===== config.mk =====
export PLATFORM = sky130hd
export DESIGN_NAME = dpc_host
export DESIGN_NICKNAME = d
export VERILOG_FILES = /design/src/core/dpc_pkg.sv /design/src/core/dpc_host.sv /design/src/core/dpc_sync.sv
export SDC_FILE = /design/constraint.sdc
export NUM_CORES = 1
export LEC_CHECK = 0
export BUFFER_PORTS_ARGS = -buffer_cell sky130_fd_sc_hd__clkbuf_2
export CORE_MARGIN = 2
export CORE_UTILIZATION = 51
export DETAILED_ROUTE_END_ITERATION = 7
export GPL_TIMING_DRIVEN = 0
export PLACE_DENSITY = 0.78
export SLEW_MARGIN = 10
export SYNTH_ARGS = -nofsm -noshare
export SYNTH_HDL_FRONTEND = slang
export SYNTH_SLANG_ARGS = --single-unit

===== constraint.sdc =====
create_clock -name i_mclk -period 4.1 [get_ports i_mclk]
set_input_delay 0.205 -clock i_mclk [delete_from_list [all_inputs] [get_ports i_mclk]]
set_output_delay 0.205 -clock i_mclk [all_outputs]
set_load 0.02 [all_outputs]

===== src/core/dpc_pkg.sv =====
// Purpose: constants for the dual-port ram host port controller
// Assumes: 10 MHz clock, one port of the ram driven by this host
// Notes: times in ns, cycle counts derived from the clock period
package dpc_pkg;
   localparam int CLK_NS = 100;
   // ================================================================
   // write cycle timing (ns)
   localparam int WP_NS = 12;        // write pulse width
   localparam int WZ_NS = 10;        // write enable to output high-z
   localparam int DW_NS = 10;        // data valid to end of write
   localparam int WH_NS = 12;        // write hold after busy
   localparam int SWRD_NS = 5;       // flag write to read
   localparam int WDD_NS = 30;       // write pulse to data delay
   localparam int BAA_NS = 15;       // busy valid after select or address match
   // ================================================================
   // cycle counts, minimums round up, never below one
   function automatic int cyc_up(input int ns);
      int c;
      c = (ns + CLK_NS - 1) / CLK_NS;
      return (c < 1) ? 1 : c;
   endfunction
   localparam int WP_CYC = cyc_up(WP_NS);
   localparam int WPOE_CYC = cyc_up((WP_NS > WZ_NS + DW_NS) ? WP_NS : WZ_NS + DW_NS);
   localparam int WH_CYC = cyc_up(WH_NS);
   localparam int SWRD_CYC = cyc_up(SWRD_NS);
   localparam int WDD_CYC = cyc_up(WDD_NS);
   // strobe covers data set-up after drive and busy seen through two flops
   localparam int WSTR_CYC = (WP_CYC + 1 > cyc_up(BAA_NS) + 2) ?
      WP_CYC + 1 : cyc_up(BAA_NS) + 2;
   // read data passes two flops before it is taken
   localparam int RD_CYC = 3;
   localparam logic [2:0] CMD_WR = 3'h0;
   localparam logic [2:0] CMD_RD = 3'h1;
   localparam logic [2:0] CMD_FWR = 3'h2;
   localparam logic [2:0] CMD_FRD = 3'h3;
   typedef enum logic [2:0] {
      DPC_IDLE = 3'b000,
      DPC_SETUP = 3'b001,
      DPC_STROBE = 3'b011,
      DPC_HOLD = 3'b010,
      DPC_DONE = 3'b110
   } dpc_state_t;
endpackage


===== src/core/dpc_host.sv =====
// Purpose: host controller driving one port of an async dual-port ram
// Assumes: device port pins wired directly; busy is a device output
// Notes: one request at a time; o_done pulses with read data
`timescale 1ns/10ps
`default_nettype none
module dpc_host
   import dpc_pkg::*;
#(
   parameter int AW = 13,
   parameter int DW = 18
) (
   input wire logic i_mclk,
   input wire logic i_rst_b,
   input wire logic i_req,
   input wire logic [2:0] i_cmd,
   input wire logic [AW-1:0] i_addr,
   input wire logic [DW-1:0] i_wdata,
   input wire logic [1:0] i_be,
   output logic o_ready,
   output logic o_done,
   output logic [DW-1:0] o_rdata,
   output logic o_flag,
   output logic [AW-1:0] o_a,
   output logic o_chip_sel_n,
   output logic o_flag_access_select_n,
   output logic o_upper_byte_enable_n,
   output logic o_lower_byte_enable_n,
   output logic o_rw_n,
   output logic o_oe_n,
   output logic [DW-1:0] o_io,
   output logic o_io_oe,
   input wire logic [DW-1:0] i_io,
   input wire logic i_busy_n
);
   // byte lanes need an even width; wider addresses are not served
   if (AW < 1 || AW > 16 || DW < 2 || (DW % 2) != 0) begin : g_bad_width
      $error("dpc_host: bad widths");
   end
   // ================================================================
   // reset release and pin synchronisers
   logic rs1_q, rst_q;
   always_ff @(posedge i_mclk or negedge i_rst_b) begin
      if (!i_rst_b) begin
         rs1_q <= 1'b0;
         rst_q <= 1'b0;
      end else begin
         rs1_q <= 1'b1;
         rst_q <= rs1_q;
      end
   end
   logic [DW-1:0] io_s;
   logic busy_s;
   dpc_sync #(.W(DW), .INIT('0)) u_sio (
      .i_mclk(i_mclk),
      .i_rst_b(rst_q),
      .i_d(i_io),
      .o_q(io_s)
   );
   dpc_sync #(.W(1), .INIT(1'b1)) u_sbusy (
      .i_mclk(i_mclk),
      .i_rst_b(rst_q),
      .i_d(i_busy_n),
      .o_q(busy_s)
   );
   // ================================================================
   // sequencer
   dpc_state_t st_q, st_d;
   logic [7:0] cnt_q, cnt_d;
   logic [2:0] cmd_q, cmd_d;
   logic [AW-1:0] a_q, a_d;
   logic [DW-1:0] wd_q, wd_d, rd_q, rd_d;
   logic [1:0] be_q, be_d;
   logic cs_q, cs_d, fs_q, fs_d, hi_en_q, hi_en_d, lo_en_q, lo_en_d, rw_q, rw_d, oe_q, oe_d;
   logic ioe_q, ioe_d, rdy_q, rdy_d, dn_q, dn_d, fl_q, fl_d;
   logic is_wr, is_flag;
   assign is_wr = (cmd_q == CMD_WR) || (cmd_q == CMD_FWR);
   assign is_flag = (cmd_q == CMD_FRD) || (cmd_q == CMD_FWR);

   always_comb begin
      st_d = st_q;
      cnt_d = cnt_q;
      cmd_d = cmd_q;
      a_d = a_q;
      wd_d = wd_q;
      rd_d = rd_q;
      be_d = be_q;
      cs_d = cs_q;
      fs_d = fs_q;
      hi_en_d = hi_en_q;
      lo_en_d = lo_en_q;
      rw_d = rw_q;
      oe_d = oe_q;
      ioe_d = ioe_q;
      rdy_d = rdy_q;
      dn_d = 1'b0;
      fl_d = fl_q;
      unique case (st_q)
         DPC_IDLE: begin
            if (i_req && rdy_q) begin
               // address moves only while all strobes are idle
               cmd_d = i_cmd;
               a_d = i_addr;
               wd_d = i_wdata;
               be_d = i_be;
               rdy_d = 1'b0;
               st_d = DPC_SETUP;
            end
         end
         DPC_SETUP: begin
            // choose array or flag selection, held until the end
            if (is_flag) begin
               cs_d = 1'b1;
               hi_en_d = 1'b1;
               lo_en_d = 1'b1;
               fs_d = 1'b0;
            end else begin
               cs_d = 1'b0;
               fs_d = 1'b1;
               hi_en_d = ~be_q[1];
               lo_en_d = ~be_q[0];
            end
            // output enable stays high on writes so the pulse can stay short
            oe_d = is_wr;
            rw_d = ~is_wr;
            // drive data only once the write strobe has turned the device off
            ioe_d = 1'b0;
            // data goes out a cycle in; busy must be seen before the end
            cnt_d = is_wr ? 8'(WSTR_CYC) : 8'(RD_CYC);
            st_d = DPC_STROBE;
         end
         DPC_STROBE: begin
            if (is_wr) begin
               ioe_d = 1'b1;
            end
            if (cnt_q > 8'h1) begin
               cnt_d = cnt_q - 8'h1;
            end else if (is_wr && !is_flag && !busy_s) begin
               // stretch write while busy, then hold after release
               cnt_d = 8'(WH_CYC);
            end else begin
               if (!is_wr) begin
                  rd_d = io_s;
                  fl_d = io_s[0];
               end
               rw_d = 1'b1;
               cnt_d = is_flag ? 8'(SWRD_CYC) : 8'(WDD_CYC);
               st_d = DPC_HOLD;
            end
         end
         DPC_HOLD: begin
            // strobe ends before selections; flag pause and port delay
            cs_d = 1'b1;
            fs_d = 1'b1;
            hi_en_d = 1'b1;
            lo_en_d = 1'b1;
            oe_d = 1'b1;
            ioe_d = 1'b0;
            if (cnt_q > 8'h1) begin
               cnt_d = cnt_q - 8'h1;
            end else begin
               st_d = DPC_DONE;
            end
         end
         DPC_DONE: begin
            dn_d = 1'b1;
            rdy_d = 1'b1;
            st_d = DPC_IDLE;
         end
         default: begin
            st_d = DPC_IDLE;
            rdy_d = 1'b1;
         end
      endcase
   end

   always_ff @(posedge i_mclk or negedge rst_q) begin
      if (!rst_q) begin
         st_q <= DPC_IDLE;
         cnt_q <= 8'h0;
         cmd_q <= CMD_RD;
         a_q <= '0;
         wd_q <= '0;
         rd_q <= '0;
         be_q <= 2'h0;
         cs_q <= 1'b1;
         fs_q <= 1'b1;
         hi_en_q <= 1'b1;
         lo_en_q <= 1'b1;
         rw_q <= 1'b1;
         oe_q <= 1'b1;
         ioe_q <= 1'b0;
         rdy_q <= 1'b1;
         dn_q <= 1'b0;
         fl_q <= 1'b1;
      end else begin
         st_q <= st_d;
         cnt_q <= cnt_d;
         cmd_q <= cmd_d;
         a_q <= a_d;
         wd_q <= wd_d;
         rd_q <= rd_d;
         be_q <= be_d;
         cs_q <= cs_d;
         fs_q <= fs_d;
         hi_en_q <= hi_en_d;
         lo_en_q <= lo_en_d;
         rw_q <= rw_d;
         oe_q <= oe_d;
         ioe_q <= ioe_d;
         rdy_q <= rdy_d;
         dn_q <= dn_d;
         fl_q <= fl_d;
      end
   end

   assign o_ready = rdy_q;
   assign o_done = dn_q;
   assign o_rdata = rd_q;
   assign o_flag = fl_q;
   assign o_a = a_q;
   assign o_chip_sel_n = cs_q;
   assign o_flag_access_select_n = fs_q;
   assign o_upper_byte_enable_n = hi_en_q;
   assign o_lower_byte_enable_n = lo_en_q;
   assign o_rw_n = rw_q;
   assign o_oe_n = oe_q;
   assign o_io = wd_q;
   assign o_io_oe = ioe_q;

   // ================================================================
   // checks
   addr_stable_a: assert property (@(posedge i_mclk) disable iff (!rst_q)
      !$stable(a_q) |-> (cs_q && fs_q)) else $error("address moved while selected");
   sel_excl_a: assert property (@(posedge i_mclk) disable iff (!rst_q)
      !(~cs_q && ~fs_q)) else $error("array and flag selected together");
   wr_oe_a: assert property (@(posedge i_mclk) disable iff (!rst_q)
      !rw_q |-> oe_q) else $error("output enable low during write");
   drive_a: assert property (@(posedge i_mclk) disable iff (!rst_q)
      $rose(ioe_q) |-> !$past(rw_q) && !rw_q) else $error("data driven before strobe");
   flag_sel_a: assert property (@(posedge i_mclk) disable iff (!rst_q)
      !fs_q |-> cs_q && hi_en_q && lo_en_q) else $error("array select during flag access");
   busy_hold_a: assert property (@(posedge i_mclk) disable iff (!rst_q)
      (st_q == DPC_STROBE && !rw_q && !cs_q && !busy_s) ##1 busy_s |-> !rw_q [*1])
      else $error("write ended while busy");
   hold_len_a: assert property (@(posedge i_mclk) disable iff (!rst_q)
      (st_q == DPC_STROBE && !cs_q && !rw_q && !busy_s) |=> !rw_q)
      else $error("write strobe released under busy");
   done_a: assert property (@(posedge i_mclk) disable iff (!rst_q)
      $fell(rw_q) ##0 !cs_q |-> ##[2:40] dn_q) else $error("no completion");
endmodule
`default_nettype wire


===== src/core/dpc_sync.sv =====
// Purpose: two flop synchroniser for pin inputs
// Assumes: input is asynchronous to i_mclk
// Notes: first flop read only by the second
`timescale 1ns/10ps
`default_nettype none
module dpc_sync #(
   parameter int W = 1,
   parameter logic [W-1:0] INIT = '0
) (
   input wire logic i_mclk,
   input wire logic i_rst_b,
   input wire logic [W-1:0] i_d,
   output logic [W-1:0] o_q
);
   logic [W-1:0] meta_q;
   always_ff @(posedge i_mclk or negedge i_rst_b) begin
      if (!i_rst_b) begin
         meta_q <= INIT;
         o_q <= INIT;
      end else begin
         meta_q <= i_d;
         o_q <= meta_q;
      end
   end
endmodule
`default_nettype wire


* Yosys cells after proc, flatten, opt, wreduce, memory -nomap -nowiden *
Cells that the tools add are included.

word-level totals
  input port bits = 58
  word-level logic and storage cells = 90
  output and inout port bits = 59
  flip-flop bits (word level) = 115

cells by class
  mux-type cells = 25
  bitwise logic cells = 6
  equal/unequal tests = 12
  reductions and logical operators = 22
  add/subtract/negate cells = 1
  magnitude comparators = 1

operators with widths
  cell                                                                              count
  8-bit one-hot mux with 3 select lines                                             1
  8-bit 2-to-1 mux                                                                  2
  1-bit one-hot mux with 2 select lines                                             8
  3-bit by 2-bit equality test with 1-bit output (second input constant)            4
  3-bit 2-to-1 mux                                                                  4
  2-bit inequality test (second input constant)                                     6
  3-bit one-hot mux with 4 select lines                                             1
  1-bit 2-to-1 mux                                                                  9
  8-bit by 1-bit greater-than comparator with 1-bit output (second input constant)  1
  2-bit AND reduction                                                               4
  4-bit AND reduction                                                               2
  8-bit by 1-bit subtractor with 8-bit output (second input constant)               1
  3-bit logical NOT                                                                 2
  1-bit inverter                                                                    6
  2-bit nonzero test                                                                3
  3-bit by 1-bit equality test with 1-bit output (second input constant)            1
  3-bit equality test (second input constant)                                       1
  1-bit logical AND                                                                 3
  3-bit AND reduction                                                               1
  3-bit nonzero test                                                                1
  3-bit OR reduction                                                                1
  1-bit logical NOT                                                                 2
  1-bit logical OR                                                                  2
  2-bit OR reduction                                                                1

* Depth between registers and ports, before layout *
  word-level depth = 8
  mapped depth = 8

* By module *
Synthesis repeated with hierarchy kept, for this count alone.

second synthesis, totals
  cells, all modules = 276
  area, all modules = 4204.0 um^2

modules (own cells, without submodules)
  module              area each (um^2)  cells each  times used
  dpc_host            3250.6            238         1
  dpc_sync (u_sio)    900.9             36          1
  dpc_sync (u_sbusy)  52.6              2           1

* Worst setup path before layout *
Ideal clock, no wire load.

  path type = flip-flop to flip-flop
  from = reg cnt_q[0]
  to = reg rd_q[10] (netlist: o_rdata[10])
  clock period less this slack = 1948 ps
  arrival = 1822 ps
  path buffers = 2
  stages on the path, launching flop included = 9
  path slack = 2152 ps
  path through = dfrtp_1 inv_1 ha_1 or2_2 nand3_2 or3_1 buf_6 buf_12 mux2_4

on the way
  cells in the longest elaborated chain, start to end = 3

RTL lines
  element                                                   RTL line         text
  start, declared                                           dpc_host.sv:68   logic [7:0] cnt_q, cnt_d;
  start signal, assigned                                    dpc_host.sv:197  cnt_q <= cnt_d;
  8-bit by 1-bit greater-than comparator with 1-bit output  dpc_host.sv:135  if (cnt_q > 8'h1) begin
  1-bit inverter (no source line)                           n/a
  4-bit AND reduction (no source line)                      n/a
  end signal, assigned                                      dpc_host.sv:201  rd_q <= rd_d;
  end, declared                                             dpc_host.sv:71   logic [DW-1:0] wd_q, wd_d, rd_q, rd_d;

Every way passes these cells.
A chain may end at the register's enable or synchronous reset.

* Worst setup path after layout *
  from = reg cnt_q[0]
  to = reg rd_q[9] (netlist: o_rdata[9])

The elaborated chain is that of the path after synthesis.

==> reports/qor.yml <==
timing:
  slew_viol_final: 0
  layout_worst_path_cycle_share: 0.534
  worst_pin_slew_ns: 0.773
  worst_clock_skew_ns: 0.0131
  maximum_clock_rate_mhz: 457
  post-route-min-period_ns: 2.19
  relSlewSlack: 0.481
  finalSetupViolCount: 0
  hold_slack_ns: 0.134
  hold_viol_final: 0
  setup_repair_after_global_routing_missed_its_margin: "false"
clock_network:
  cts-root-to-sink-buffers: 2
  ctsResizeCount: 0
  clkSlewWorstSetupHoldPaths_ns: 0.06
  clock_sink_count: 115
  tritoncts: "built"
  h-tree-depth: 4
  cts_inserted_buffers: 17
  clk_latency_ns: 0.51
  cts_root_buffer: "sky130_fd_sc_hd__clkbuf_8"
floorplan:
  die-area_um2: 8950
  placement_row_count: 33
  initial_utilization: 0.517
  overall_die_width_um: 94.6
  design.portCount: 117
  fp.coreArea_um2: 8090
  dieHeight_um: 94.6
power_and_ir_drop:
  p_comb_frac: 0.312
  internal_dissipation_mw: 3.13
  power_switching_mw: 1.56
  total_power_mw: 4.69
  power.density_cell_area_nw_per_um2: 764
  cellLeakagePower_nw: 3.01
  clock_power_share: 0.316
  power.share.sequential: 0.371
  switching_share: 0.333
  vdd_ir_drop_max_uv: 603
route:
  via_count: 2920
  routedWlPerCell_um: 15.5
  detail-route-antenna-nets: 0
  drt_drc_violations_left: 0
  detail_route.wirelength_um: 9120
  vias_per_cell: 4.97
  drt-pass1-iter-count: 4
  detail_route.iter0.violations: 90
cells_and_area:
  final_util: 0.759
  sequential_cell_area_um2: 2900
  design.final.nets: 530
  num_antenna_cells: 0
  multiInputGateArea_um2: 1190
  fillers: 517
  areaGrowthSynthToFinish_pct: 46.7
  post-route-cell-area_um2: 6140
  post_route_cells_drive_above_1_share: 0.480
synthesis:
  synthesis.nets: 335
  synth.ff_latch_count: 115
  synth.yosys.seq_area_share: 0.691
  netlist-cell-type-count: 41
  synthDominantAreaCellType: "sky130_fd_sc_hd__dfrtp_1"
  synthesis.instances: 275
  ys_warn_count: 0
  post-synth-top-count-cell: "sky130_fd_sc_hd__dfrtp_1"
  synth_area_um2: 4190
  ys.flop_type: "sky130_fd_sc_hd__dfrtp_1"
  synth_async_sr_flop_share: 1.00
  synth_edf_count: 0
  mean_instance_size_in_the_synthesized_netlist_um2: 15.2
  synth.top_cells.by_count: "104 x sky130_fd_sc_hd__dfrtp_1, 45 x sky130_fd_sc_hd__mux2_2, 15 x sky130_fd_sc_hd__nor2_1, 14 x sky130_fd_sc_hd__nand2_1, 11 x sky130_fd_sc_hd__dfstp_2"
  synthDominantCellAreaShare: 0.622
  synth_area_leaders: "sky130_fd_sc_hd__dfrtp_1 62%, sky130_fd_sc_hd__mux2_2 12%, sky130_fd_sc_hd__dfstp_2 6.9%"
placed_design:
  finalWeightedCongestion: 0.841
  dpl.hpwl_um: 5600
  io_buffer_count: 116
  placedInstanceArea_um2: 4950
run:
  timing.max_cap.violations: 0
setup_path:
  crit_required_ns: 4.49
  crit-reg2reg-capture: "o_rdata[9]"
  setup.worst_path.class: "reg -> reg"
  crit_path_top_delay_cell: "sky130_fd_sc_hd__or3_1"
  worstPathArrival_ns: 2.58
  r2r_cells: 8
  timing.reg2reg.setup_slack_ns: 1.91
  worstSetupStartpointType: "flop"
  setup.worst_path.start: "cnt_q[0]"
  worstSetupEndpoint: "o_rdata[9]"
  end_kind: "flop"
  crit_fanout: 10
  worst_r2r_startpoint: "cnt_q[0]"
  crit_chain: "inv_1 > ha_1 > or2_2 > nand3_2 > or3_1 > buf_6 > buf_12 > mux2_4"
  cpPeakStageDelay_ns: 0.44
global_route:
  number_of_global_route_vias_before_repair: 3207
  global_route_usage_sum: 0.222
  grt-ovfl-total: 0
  antenna_found_initial: 0
  grt_pass1_wl_um: 15100
  grt_max_degree: 66
min_path:
  holdCritPathClass: "reg -> async"
run_status:
  outcome: "completed"
==> cells in the final DEF (no fill, tap or decap), drive strengths merged, types with 2 or more instances in the layout <==
cell type    count
o21ai            5
clkbuf         140
nand2           14
nor2            15
bufinv           3
mux2i            2
a31oi            2
buf              9
clkinv           6
and3             3
inv              8
o211ai           3
dfrtp          104
a21oi            9
nand2b           3
dlygate4sd3     58
dfstp           11
or3              2
nor3             6
o22ai            2
ha               2
mux2            55
nor4             2
or2              2
==> flip-flops by register name, indices dropped and copies added, names as in the netlist, 2 cells and up <==
name,flops
cnt_q,8
cmd_q,3
o_rdata,18
u_sio.meta_q,18
be_q,2
u_sio.o_q,18
o_a,13
st_q,3
o_io,18
==> critical path, delay by kind of cell, from the launching register on <==
kind / cells / cell delay (ns)
buffers and inverters: 3 / 0.43
AND/OR/NAND/NOR: 3 / 0.72
adder cells (fa/ha/maj): 1 / 0.21
multiplexers: 1 / 0.30
flip-flops: 1 / 0.43
==> logic make-up after synthesis <==
group | share of synthesized area
AOI/OAI and AO/OA | 0.0463
xor gates and xnor gates | 0.00209
adders and majority gates | 0.00598
buffers and inverters | 0.0239
DFF | 0.691
muxes | 0.162
other | 0.000896
and+or+nand+nor | 0.0684
==> layer usage <==
metal,share of wire,track usage
met1,0.40,0.266
met3,0.057,0.0694
met2,0.53,0.376
met5,0,0
met4,0.016,0.0845
==> cell type report <==
type	count	share of cell area
flip-flops and latches	115	0.471
plain buffers	10	0.0120
repair buffers	176	0.197
multi-input cells	143	0.195
inverters	7	0.00428
clock inverters	11	0.0247
clock buffers	21	0.0748
well taps	105	0.0214
==> through the flow <==
| stage | setup TNS [ns] | cells | setup slack (ns) |
|---|---|---|---|
| after detailed placement | 0 | 498 | 1.94 |
| after floorplan | 0 | 275 | 0.678 |
| after CTS | 0 | 588 | 1.95 |
| after global routing | 0 | 588 | 1.85 |
| final | 0 | 588 | 1.91 |
| after global placement | -42.59 | 496 | -0.423 |
==> how the worst min path moves through the flow <==
stage | start | end | depth (start not counted)
3_3_place_gp | i_rst_b | rst_q | 1
6_report | rst_q | o_a[1] | 0
3_5_place_dp | i_rst_b | rs1_q | 1
2_1_floorplan | i_rst_b | rs1_q | 0
5_1_grt | rst_q | o_a[1] | 0
4_1_cts | rst_q | o_a[1] | 0
==> timing repair <==
item,in CTS,in global routing
setup buffers,0,0
endpoints found under the hold margin,58,0
hold buffers,58,0
==> power groups by stage <==
stage	Combinational (mW)	Clock, mW	Sequential [mW]
after CTS	1.46	1.51	1.74
after detailed placement	1.41	0	1.75
final	1.47	1.49	1.74
after global placement	1.35	0	1.74
after global routing	1.58	1.57	1.78
after floorplan	0.645	0	2.05
Note: power is estimated with default switching activity, not from simulation.
